### src/bsil_pkg.sv
/*
  Constants and types shared by the boundary-scan instruction logic.
  Assumes nothing of its surroundings; imported by scope only.
*/
package bsil_pkg;

  // ----------------------------------------------------------------
  // Instruction register
  // ----------------------------------------------------------------
  localparam int IR_W = 6;
  localparam logic [5:0] OP_EXTEST = 6'h00;
  localparam logic [5:0] OP_SAMPLE = 6'h01;
  localparam logic [5:0] OP_IDCODE = 6'h02;
  localparam logic [5:0] OP_HIGHZ = 6'h03;
  localparam logic [5:0] OP_CLAMP = 6'h3E;
  localparam logic [5:0] OP_BYPASS = 6'h3F;
  localparam logic [5:0] CAPTURE_IR_PATTERN_INSTR = 6'h2D;
  localparam logic [5:0] IR_RESET = 6'h00;

  // ----------------------------------------------------------------
  // Data registers
  // ----------------------------------------------------------------
  localparam int ID_W = 32;
  localparam logic ID_LSB = 1'h1;
  localparam logic BYPASS_CAPTURE = 1'h0;

  // ----------------------------------------------------------------
  // Synchroniser depth and test port states
  // ----------------------------------------------------------------
  localparam int SYNC_STAGES = 2;

  typedef enum logic [3:0] {
    TAP_RESET = 4'h0,
    TAP_IDLE = 4'h1,
    TAP_SEL_DR = 4'h2,
    TAP_CAP_DR = 4'h3,
    TAP_SHIFT_DR = 4'h4,
    TAP_EXIT1_DR = 4'h5,
    TAP_PAUSE_DR = 4'h6,
    TAP_EXIT2_DR = 4'h7,
    TAP_UPD_DR = 4'h8,
    TAP_SEL_IR = 4'h9,
    TAP_CAP_IR = 4'hA,
    TAP_SHIFT_IR = 4'hB,
    TAP_EXIT1_IR = 4'hC,
    TAP_PAUSE_IR = 4'hD,
    TAP_EXIT2_IR = 4'hE,
    TAP_UPD_IR = 4'hF
  } bsil_tap_e;

endpackage

### src/bsil_chain_if.sv
/*
  Control and data bundle between the test port and the boundary chain.
  Assumes both ends run on the same system clock.
*/
`timescale 1ns/1ps
`default_nettype none

interface bsil_chain_if #(
  parameter int LEN = 8
);
  logic capture;
  logic shift;
  logic update;
  logic tdi;
  logic [LEN-1:0] cap;
  logic [LEN-1:0] upd;
  logic so;

  modport ctrl (
    output capture,
    output shift,
    output update,
    output tdi,
    output cap,
    input upd,
    input so
  );

  modport chain (
    input capture,
    input shift,
    input update,
    input tdi,
    input cap,
    output upd,
    output so
  );
endinterface

`default_nettype wire

### src/bsil_chain.sv
/*
  Boundary scan chain: shift stages plus falling-edge update latches.
  Assumes capture and shift strobes arrive on test clock rising edges
  and update strobes on falling edges, one system cycle each.
*/
`timescale 1ns/1ps
`default_nettype none

module bsil_chain #(
  parameter int LEN = 8
) (
  // Clock and reset
  input wire logic clock_i,
  input wire logic sys_rst_i,
  // Chain bundle
  bsil_chain_if.chain ch
);
  logic [LEN-1:0] sr_q;
  logic [LEN-1:0] sr_d;
  logic [LEN-1:0] upd_q;
  logic [LEN-1:0] upd_d;

  // ----------------------------------------------------------------
  // Capture, shift and update
  // ----------------------------------------------------------------
  always_comb
  begin
    sr_d = sr_q;
    upd_d = upd_q;
    if (ch.capture)
      sr_d = ch.cap;
    else if (ch.shift)
      sr_d = {ch.tdi, sr_q[LEN-1:1]};
    if (ch.update)
      upd_d = sr_q;
  end

  always_ff @(posedge clock_i or posedge sys_rst_i)
  begin
    if (sys_rst_i)
    begin
      sr_q <= '0;
      upd_q <= '0;
    end
    else
    begin
      sr_q <= sr_d;
      upd_q <= upd_d;
    end
  end

  assign ch.so = sr_q[0];
  assign ch.upd = upd_q;
endmodule

`default_nettype wire

### src/bsil_sync.sv
/*
  Two-stage synchroniser for a vector of asynchronous levels.
  Assumes each bit is an independent level from another clock domain.
*/
`timescale 1ns/1ps
`default_nettype none

module bsil_sync #(
  parameter int WIDTH = 1,
  parameter logic [WIDTH-1:0] RST_VAL = '0
) (
  // Clock and reset
  input wire logic clock_i,
  input wire logic sys_rst_i,
  // Levels
  input wire logic [WIDTH-1:0] async_i,
  output logic [WIDTH-1:0] sync_o
);
  logic [WIDTH-1:0] meta_q;
  logic [WIDTH-1:0] sync_q;

  always_ff @(posedge clock_i or posedge sys_rst_i)
  begin
    if (sys_rst_i)
    begin
      meta_q <= RST_VAL;
      sync_q <= RST_VAL;
    end
    else
    begin
      meta_q <= async_i;
      sync_q <= meta_q;
    end
  end

  assign sync_o = sync_q;
endmodule

`default_nettype wire

### src/bsil_top.sv
/*
  Boundary-scan instruction logic: test port state tracking, six-bit
  instruction register and decode, bypass, identification and boundary
  chain selection, and pin control for output and two-way pins.
  Assumes the test clock is at most a quarter of clock_i, and that
  tck, tms, tdi, trst_n and pad inputs are asynchronous to clock_i while
  core signals share clock_i.
*/
`timescale 1ns/1ps
`default_nettype none

module bsil_top #(
  parameter int N_IN = 4,
  parameter int N_OUT = 4,
  parameter int N_BIDIR = 4,
  // Identification fields; values are arbitrary
  parameter logic [3:0] ID_VERSION = 4'h1,
  parameter logic [15:0] ID_PART = 16'h0A5C,
  parameter logic [10:0] ID_MANUF = 11'h2B4
) (
  // Clock and reset
  input wire logic clock_i,
  input wire logic sys_rst_i,
  // Test port
  input wire logic tck_i,
  input wire logic tms_i,
  input wire logic tdi_i,
  input wire logic trst_n_i,
  output logic tdo_o,
  output logic tdo_oe_o,
  // Input-only pads
  input wire logic [N_IN-1:0] in_pad_i,
  // Output pads and core data
  input wire logic [N_OUT-1:0] core_out_i,
  output logic [N_OUT-1:0] out_pad_o,
  output logic [N_OUT-1:0] out_pad_oe_o,
  // Two-way pads and core data
  input wire logic [N_BIDIR-1:0] bd_core_out_i,
  input wire logic [N_BIDIR-1:0] bd_core_oe_i,
  input wire logic [N_BIDIR-1:0] bd_pad_i,
  output logic [N_BIDIR-1:0] bd_pad_o,
  output logic [N_BIDIR-1:0] bd_pad_oe_o
);
  localparam int LEN = N_IN + N_OUT + 2 * N_BIDIR;
  localparam int PADS = N_IN + N_BIDIR;
  localparam int OUT_LO = N_IN;
  localparam int OE_LO = N_IN + N_OUT;
  localparam int BD_LO = N_IN + N_OUT + N_BIDIR;
  localparam logic [bsil_pkg::ID_W-1:0] ID_VALUE =
    {ID_VERSION, ID_PART, ID_MANUF, bsil_pkg::ID_LSB};

  // ----------------------------------------------------------------
  // Input synchronisation and test clock edges
  // ----------------------------------------------------------------
  logic [3:0] port_s;
  logic [PADS-1:0] pad_s;
  logic tck_s;
  logic tms_s;
  logic tdi_s;
  logic trst_n_s;
  logic tck_prev_q;
  logic tck_rise;
  logic tck_fall;
  logic [N_IN-1:0] in_pad_s;
  logic [N_BIDIR-1:0] bd_pad_s;

  bsil_sync #(
    .WIDTH(4),
    .RST_VAL(4'h0)
  ) u_port_sync (
    .clock_i(clock_i),
    .sys_rst_i(sys_rst_i),
    .async_i({trst_n_i, tdi_i, tms_i, tck_i}),
    .sync_o(port_s)
  );

  bsil_sync #(
    .WIDTH(PADS),
    .RST_VAL('0)
  ) u_pad_sync (
    .clock_i(clock_i),
    .sys_rst_i(sys_rst_i),
    .async_i({bd_pad_i, in_pad_i}),
    .sync_o(pad_s)
  );

  assign tck_s = port_s[0];
  assign tms_s = port_s[1];
  assign tdi_s = port_s[2];
  assign trst_n_s = port_s[3];
  assign in_pad_s = pad_s[N_IN-1:0];
  assign bd_pad_s = pad_s[PADS-1:N_IN];
  assign tck_rise = tck_s & ~tck_prev_q;
  assign tck_fall = ~tck_s & tck_prev_q;

  always_ff @(posedge clock_i or posedge sys_rst_i)
  begin
    if (sys_rst_i)
      tck_prev_q <= 1'h0;
    else
      tck_prev_q <= tck_s;
  end

  // ----------------------------------------------------------------
  // Instruction decode
  // ----------------------------------------------------------------
  bsil_pkg::bsil_tap_e tap_q;
  bsil_pkg::bsil_tap_e tap_d;
  logic [bsil_pkg::IR_W-1:0] ir_sr_q;
  logic [bsil_pkg::IR_W-1:0] ir_sr_d;
  logic [bsil_pkg::IR_W-1:0] instr_q;
  logic [bsil_pkg::IR_W-1:0] instr_d;
  logic byp_q;
  logic byp_d;
  logic [bsil_pkg::ID_W-1:0] id_sr_q;
  logic [bsil_pkg::ID_W-1:0] id_sr_d;
  logic tdo_q;
  logic tdo_d;
  logic tdo_oe_q;
  logic tdo_oe_d;
  logic is_extest;
  logic is_sample;
  logic is_idcode;
  logic is_highz;
  logic is_clamp;
  logic sel_bsr;
  logic dr_so;

  bsil_chain_if #(.LEN(LEN)) ch_if ();

  assign is_extest = (instr_q == bsil_pkg::OP_EXTEST);
  assign is_sample = (instr_q == bsil_pkg::OP_SAMPLE);
  assign is_idcode = (instr_q == bsil_pkg::OP_IDCODE);
  assign is_highz = (instr_q == bsil_pkg::OP_HIGHZ);
  assign is_clamp = (instr_q == bsil_pkg::OP_CLAMP);
  assign sel_bsr = is_extest | is_sample;

  // Bypass is the path for highz, clamp, bypass and all other codes
  assign dr_so = sel_bsr ? ch_if.so :
                 (is_idcode ? id_sr_q[0] : byp_q);

  // ----------------------------------------------------------------
  // Boundary chain
  // ----------------------------------------------------------------
  logic [N_BIDIR-1:0] bd_sel_core;
  logic [N_BIDIR-1:0] bd_cap;

  // Two-way capture mux follows the enable unless extest is active
  assign bd_sel_core = bd_core_oe_i & {N_BIDIR{~is_extest}};

  assign ch_if.capture = tck_rise & (tap_q == bsil_pkg::TAP_CAP_DR) &
                         sel_bsr;
  assign ch_if.shift = tck_rise & (tap_q == bsil_pkg::TAP_SHIFT_DR) &
                       sel_bsr;
  assign ch_if.update = tck_fall & (tap_q == bsil_pkg::TAP_UPD_DR) &
                        sel_bsr;
  assign ch_if.tdi = tdi_s;
  assign bd_cap = (bd_core_out_i & bd_sel_core) |
                  (bd_pad_s & ~bd_sel_core);
  // Input cells only observe the pad
  assign ch_if.cap = {bd_cap, bd_core_oe_i, core_out_i,
                      in_pad_s};

  bsil_chain #(
    .LEN(LEN)
  ) u_chain (
    .clock_i(clock_i),
    .sys_rst_i(sys_rst_i),
    .ch(ch_if.chain)
  );

  // ----------------------------------------------------------------
  // Test port state, instruction and data registers
  // ----------------------------------------------------------------
  always_comb
  begin
    tap_d = tap_q;
    ir_sr_d = ir_sr_q;
    instr_d = instr_q;
    byp_d = byp_q;
    id_sr_d = id_sr_q;
    tdo_d = tdo_q;
    tdo_oe_d = tdo_oe_q;
    if (tck_rise)
    begin
      case (tap_q)
        bsil_pkg::TAP_RESET:
          tap_d = tms_s ? bsil_pkg::TAP_RESET : bsil_pkg::TAP_IDLE;
        bsil_pkg::TAP_IDLE:
          tap_d = tms_s ? bsil_pkg::TAP_SEL_DR : bsil_pkg::TAP_IDLE;
        bsil_pkg::TAP_SEL_DR:
          tap_d = tms_s ? bsil_pkg::TAP_SEL_IR : bsil_pkg::TAP_CAP_DR;
        bsil_pkg::TAP_CAP_DR:
        begin
          byp_d = bsil_pkg::BYPASS_CAPTURE;
          if (is_idcode)
            id_sr_d = ID_VALUE;
          tap_d = tms_s ? bsil_pkg::TAP_EXIT1_DR : bsil_pkg::TAP_SHIFT_DR;
        end
        bsil_pkg::TAP_SHIFT_DR:
        begin
          byp_d = tdi_s;
          if (is_idcode)
            id_sr_d = {tdi_s, id_sr_q[bsil_pkg::ID_W-1:1]};
          tap_d = tms_s ? bsil_pkg::TAP_EXIT1_DR : bsil_pkg::TAP_SHIFT_DR;
        end
        bsil_pkg::TAP_EXIT1_DR:
          tap_d = tms_s ? bsil_pkg::TAP_UPD_DR : bsil_pkg::TAP_PAUSE_DR;
        bsil_pkg::TAP_PAUSE_DR:
          tap_d = tms_s ? bsil_pkg::TAP_EXIT2_DR : bsil_pkg::TAP_PAUSE_DR;
        bsil_pkg::TAP_EXIT2_DR:
          tap_d = tms_s ? bsil_pkg::TAP_UPD_DR : bsil_pkg::TAP_SHIFT_DR;
        bsil_pkg::TAP_UPD_DR:
          tap_d = tms_s ? bsil_pkg::TAP_SEL_DR : bsil_pkg::TAP_IDLE;
        bsil_pkg::TAP_SEL_IR:
          tap_d = tms_s ? bsil_pkg::TAP_RESET : bsil_pkg::TAP_CAP_IR;
        bsil_pkg::TAP_CAP_IR:
        begin
          ir_sr_d = bsil_pkg::CAPTURE_IR_PATTERN_INSTR;
          tap_d = tms_s ? bsil_pkg::TAP_EXIT1_IR : bsil_pkg::TAP_SHIFT_IR;
        end
        bsil_pkg::TAP_SHIFT_IR:
        begin
          ir_sr_d = {tdi_s, ir_sr_q[bsil_pkg::IR_W-1:1]};
          tap_d = tms_s ? bsil_pkg::TAP_EXIT1_IR : bsil_pkg::TAP_SHIFT_IR;
        end
        bsil_pkg::TAP_EXIT1_IR:
          tap_d = tms_s ? bsil_pkg::TAP_UPD_IR : bsil_pkg::TAP_PAUSE_IR;
        bsil_pkg::TAP_PAUSE_IR:
          tap_d = tms_s ? bsil_pkg::TAP_EXIT2_IR : bsil_pkg::TAP_PAUSE_IR;
        bsil_pkg::TAP_EXIT2_IR:
          tap_d = tms_s ? bsil_pkg::TAP_UPD_IR : bsil_pkg::TAP_SHIFT_IR;
        bsil_pkg::TAP_UPD_IR:
          tap_d = tms_s ? bsil_pkg::TAP_SEL_DR : bsil_pkg::TAP_IDLE;
        default:
          tap_d = bsil_pkg::TAP_RESET;
      endcase
    end
    if (tck_fall)
    begin
      if (tap_q == bsil_pkg::TAP_UPD_IR)
        instr_d = ir_sr_q;
      tdo_oe_d = (tap_q == bsil_pkg::TAP_SHIFT_DR) ||
                 (tap_q == bsil_pkg::TAP_SHIFT_IR);
      tdo_d = (tap_q == bsil_pkg::TAP_SHIFT_IR) ? ir_sr_q[0] : dr_so;
    end
    if (!trst_n_s)
      tap_d = bsil_pkg::TAP_RESET;
    if ((tap_q == bsil_pkg::TAP_RESET) || !trst_n_s)
      instr_d = bsil_pkg::OP_IDCODE;
  end

  always_ff @(posedge clock_i or posedge sys_rst_i)
  begin
    if (sys_rst_i)
    begin
      tap_q <= bsil_pkg::TAP_RESET;
      ir_sr_q <= bsil_pkg::IR_RESET;
      instr_q <= bsil_pkg::OP_IDCODE;
      byp_q <= 1'h0;
      id_sr_q <= '0;
      tdo_q <= 1'h0;
      tdo_oe_q <= 1'h0;
    end
    else
    begin
      tap_q <= tap_d;
      ir_sr_q <= ir_sr_d;
      instr_q <= instr_d;
      byp_q <= byp_d;
      id_sr_q <= id_sr_d;
      tdo_q <= tdo_d;
      tdo_oe_q <= tdo_oe_d;
    end
  end

  // ----------------------------------------------------------------
  // Pin control
  // ----------------------------------------------------------------
  logic drive_bsr;
  logic [N_OUT-1:0] out_q;
  logic [N_OUT-1:0] out_d;
  logic [N_OUT-1:0] out_oe_q;
  logic [N_OUT-1:0] out_oe_d;
  logic [N_BIDIR-1:0] bd_q;
  logic [N_BIDIR-1:0] bd_d;
  logic [N_BIDIR-1:0] bd_oe_q;
  logic [N_BIDIR-1:0] bd_oe_d;

  assign drive_bsr = is_extest | is_clamp;

  always_comb
  begin
    out_d = core_out_i;
    out_oe_d = {N_OUT{1'h1}};
    bd_d = bd_core_out_i;
    bd_oe_d = bd_core_oe_i;
    if (drive_bsr)
    begin
      out_d = ch_if.upd[OE_LO-1:OUT_LO];
      bd_d = ch_if.upd[LEN-1:BD_LO];
      bd_oe_d = ch_if.upd[BD_LO-1:OE_LO];
    end
    if (is_highz)
    begin
      out_oe_d = '0;
      bd_oe_d = '0;
    end
  end

  always_ff @(posedge clock_i or posedge sys_rst_i)
  begin
    if (sys_rst_i)
    begin
      out_q <= '0;
      out_oe_q <= '0;
      bd_q <= '0;
      bd_oe_q <= '0;
    end
    else
    begin
      out_q <= out_d;
      out_oe_q <= out_oe_d;
      bd_q <= bd_d;
      bd_oe_q <= bd_oe_d;
    end
  end

  assign tdo_o = tdo_q;
  assign tdo_oe_o = tdo_oe_q;
  assign out_pad_o = out_q;
  assign out_pad_oe_o = out_oe_q;
  assign bd_pad_o = bd_q;
  assign bd_pad_oe_o = bd_oe_q;
endmodule

`default_nettype wire

### config.mk
export PLATFORM = sky130hd
export DESIGN_NAME = bsil_top
export DESIGN_NICKNAME = d
export VERILOG_FILES = /design/src/bsil_pkg.sv /design/src/bsil_chain_if.sv /design/src/bsil_chain.sv /design/src/bsil_sync.sv /design/src/bsil_top.sv
export SDC_FILE = /design/constraint.sdc
export NUM_CORES = 1
export LEC_CHECK = 0
export ABC_CLOCK_PERIOD_IN_PS = 10000
export BUFFER_PORTS_ARGS = -buffer_cell sky130_fd_sc_hd__buf_4
export CELL_PAD_IN_SITES_DETAIL_PLACEMENT = 1
export CELL_PAD_IN_SITES_GLOBAL_PLACEMENT = 2
export CORE_MARGIN = 3
export CORE_UTILIZATION = 43
export DETAILED_ROUTE_END_ITERATION = 8
export PLACE_DENSITY_LB_ADDON = 0.08
export SETUP_SLACK_MARGIN = 0.1
export SKIP_CTS_REPAIR_TIMING = 1
export SYNTH_ARGS = -nofsm -noshare
export SYNTH_HDL_FRONTEND = slang
export SYNTH_SLANG_ARGS = --single-unit
### constraint.sdc
create_clock -name clock_i -period 10 [get_ports clock_i]
set_clock_uncertainty 0.05 [all_clocks]
set_input_delay 1.5 -clock clock_i [delete_from_list [all_inputs] [get_ports clock_i]]
set_output_delay 1.5 -clock clock_i [all_outputs]
set_load 0.02 [all_outputs]
==> flow_summary.ini <==
[floorplanning]
fp.coreArea_um2 = 11000
pin_count = 44
initial_core_util_pct = 44.6
die_w_um = 113
rows = 38
dieArea_um2 = 12800
die_h_um = 113

[synth]
ys_seq_area_share_pct = 59.6
ys.flop_type = dfrtp_1
ys_ff_latch = 117
syn_area_um2 = 4920
syn_inst = 423
syn_area_per_cell_um2 = 11.6
yosysWarnings = 0
syn_nets = 449
ys_async_sr_fraction_pct = 100
synth_edf_count = 0
synth_cell_type_count = 50

[routing]
drc = 0
vias_per_cell = 5.25
antenna_left = 0
vias = 3223
initialDrtViolationCount = 181
wl_um = 10200
firstDrtPassIters = 4
routedWlPerCell_um = 16.5

[timing]
setup_ws_ns = 7.05
hold_viol = 0
finalSetupViolCount = 0
worst_pin_slew_ns = 1.15
period_share_pct = 29.5
final.min_clock_period_ns = 2.95
drv_slew = 0
grt_setup_unrepaired = no
fin_setup_tns_ns = 0
slew_headroom_pct = 22.5
fmax_mhz = 339

[pwr]
switchingPower_mw = 0.244
p_sw_share_pct = 21.7
powerDensity_nw_per_um2 = 192
internal_power_mw = 0.881
pwr-share-comb_pct = 4.6
power_frac_clock_pct = 50.6
seqPwrFrac_pct = 44.8
power.leakage_nw = 2.57
ir_drop_uv = 104

[cts]
cts_root_buf = clkbuf_16
clkLatencyLatePin_ns = 0.41
cts_sinks = 117
cts_tree = yes
clk_pin_slew_worst_paths_ns = 0.05
htree_levels = 4
cts_buffer_depth = 2
numCtsBuffers = 17

[critical_path]
crit_chain = nand4bb_1, nor4_4, o22ai_1, o21ai_2
critPathKind = reg -> reg
slowest_stage = nor4_4
cp-start-kind = flip-flop
path_buf_inv = 0
path_max_fanout = 19
worst-path-stages = 4
end_kind = flip-flop
r2r-start = tap_q[0]
slowest_delay_ns = 0.99
timing.rr.end = u_chain.sr_q[1]
critical_path_required_ns = 10.29
worstPathArrival_ns = 3.23
r2r_cells = 4
regToRegSetupSlack_ns = 7.05
cp_top_family = simple AND/OR/NAND/NOR gates

[grt]
gr-total-overflow = 0
antenna_found_initial = 0
grt_pass1_vias = 3465
grt_first_pass_wirelength_um = 17200
grt_max_degree = 72
grt_use_total_pct = 17.3

[placed_design]
io_buffers = 43
hpwl_um = 6590
gp_congestion = 0.760
pre_cts_ws_ns = 6.91
place_inst = 583

[cells_and_area]
diodes = 0
drive_above_1_share_pct = 26.8
final_cells = 614
utilization_pct = 53.2
fin_nets = 488
area_growth_pct = 19.4

[worst_hold_path]
hold_start = u_pad_sync.meta_q[3]
min_delay_path_depth = 0
hold_class = reg -> reg
hold_end = u_pad_sync.sync_o[3]

[outcome]
status = completed

[job]
drv_cap = 0
-- power by group through the flow --
stage / logic (mW) / clock network (mW) / registers (mW)
2_1_floorplan: 0.0310 / 0 / 0.510
3_3_place_gp: 0.0514 / 0 / 0.511
3_5_place_dp: 0.0532 / 0 / 0.512
4_1_cts: 0.0535 / 0.584 / 0.504
5_1_grt: 0.0579 / 0.607 / 0.506
6_report: 0.0517 / 0.569 / 0.504
-- flip-flops by register name, indices dropped and copies added, names as in the netlist, 6 cells and up --
register           count
u_chain.sr_q          16
instr_q                6
u_pad_sync.meta_q      8
id_sr_q               32
u_pad_sync.sync_o      8
ir_sr_q                6
u_chain.ch.upd        12
-- how the worst max path moves through the flow --
stage	from	end	slack [ns]
after floorplan	sys_rst_i	bd_pad_o[0]	5.35
after global placement	sys_rst_i	id_sr_q[8]	6.96
after detailed placement	sys_rst_i	id_sr_q[9]	6.91
after CTS	tap_q[0]	u_chain.sr_q[1]	7.06
after global routing	tap_q[0]	u_chain.sr_q[6]	6.73
final	tap_q[0]	u_chain.sr_q[1]	7.05
-- cells in the mapped netlist (3+ instances only) --
library cell / count / area share, %
mux2_1: 3 / 0.69
mux2_2: 35 / 8.0
o21ai_0: 12 / 1.2
clkbuf_1: 11 / 0.84
buf_2: 5 / 0.51
nand3_1: 9 / 0.92
a21oi_1: 9 / 0.92
nor3b_1: 3 / 0.46
nand2b_1: 5 / 0.64
inv_1: 29 / 2.2
buf_4: 6 / 0.92
buf_6: 3 / 0.69
a31oi_1: 8 / 1.0
nand2_1: 58 / 4.4
nor2_1: 16 / 1.2
nor3_1: 5 / 0.51
o22ai_1: 13 / 1.7
o21ai_1: 13 / 1.3
mux2i_1: 28 / 5.7
dfrtp_1: 116 / 59
-- logic make-up after synthesis --
| kind of cell | count (synthesis) | synth area share [%] |
|---|---|---|
| buffers and inverters | 56 | 5.32 |
| muxes | 66 | 14.4 |
| AOI/OAI and AO/OA | 71 | 8.95 |
| and+or+nand+nor | 112 | 11.6 |
| xor gates and xnor gates | 1 | 0.178 |
| DFF | 117 | 59.6 |
-- cell type report --
cell class / instances / area (um^2)
fill: 1165 / 5160
sequential: 117 / 2930
multi-input combinational: 250 / 1740
clock buffer: 23 / 488
timing repair buffer: 47 / 353
tap: 140 / 175
inverter: 29 / 111
clock inverter: 8 / 75.1
-- worst register-to-register path: cells and delay by family (launching register included) --
family | cells | cell delay, ns
flops | 1 | 0.72
simple gates | 2 | 1.70
compound gates | 2 | 0.41
-- cells in the final DEF (no fill, tap or decap), types with 2 or more instances in the layout --
cell          n
buf_4        47
o22ai_1      13
clkinvlp_4    4
a211o_1       2
o21ai_0      12
nor3_2        2
mux2i_1      28
clkbuf_1      2
a31oi_1       8
nor3_1        4
a211oi_1      2
dfrtp_1     116
nand2_1      58
nor3b_1       3
mux2_2       35
inv_1        28
clkinv_2      3
mux2_1        3
nand3_1       9
nor2_1       16
or2_2         2
o21ai_1      13
nor2b_1       2
nand2b_1      5
clkbuf_16    17
a21oi_1       9
clkbuf_8      4
o21ai_2       2
-- per-stage QoR --
step | total power [mW] | area (um^2) | hold slack [ns]
6_report | 1.12 | 5870 | 0.296
3_3_place_gp | 0.562 | 5310 | 0.283
4_1_cts | 1.14 | 5870 | 0.299
3_5_place_dp | 0.565 | 5310 | 0.287
2_1_floorplan | 0.541 | 4920 | 0.281
5_1_grt | 1.17 | 5870 | 0.303
-- metal layers --
metal	GRT usage (%)	vias up	part of all wire, %
li1	-	1527	-
met1	22.2	1635	46
met2	27.2	50	49
met3	5.24	11	3.3
met4	7.77	0	1.5
met5	0	-	0
Power figures use the tool's default switching activity.
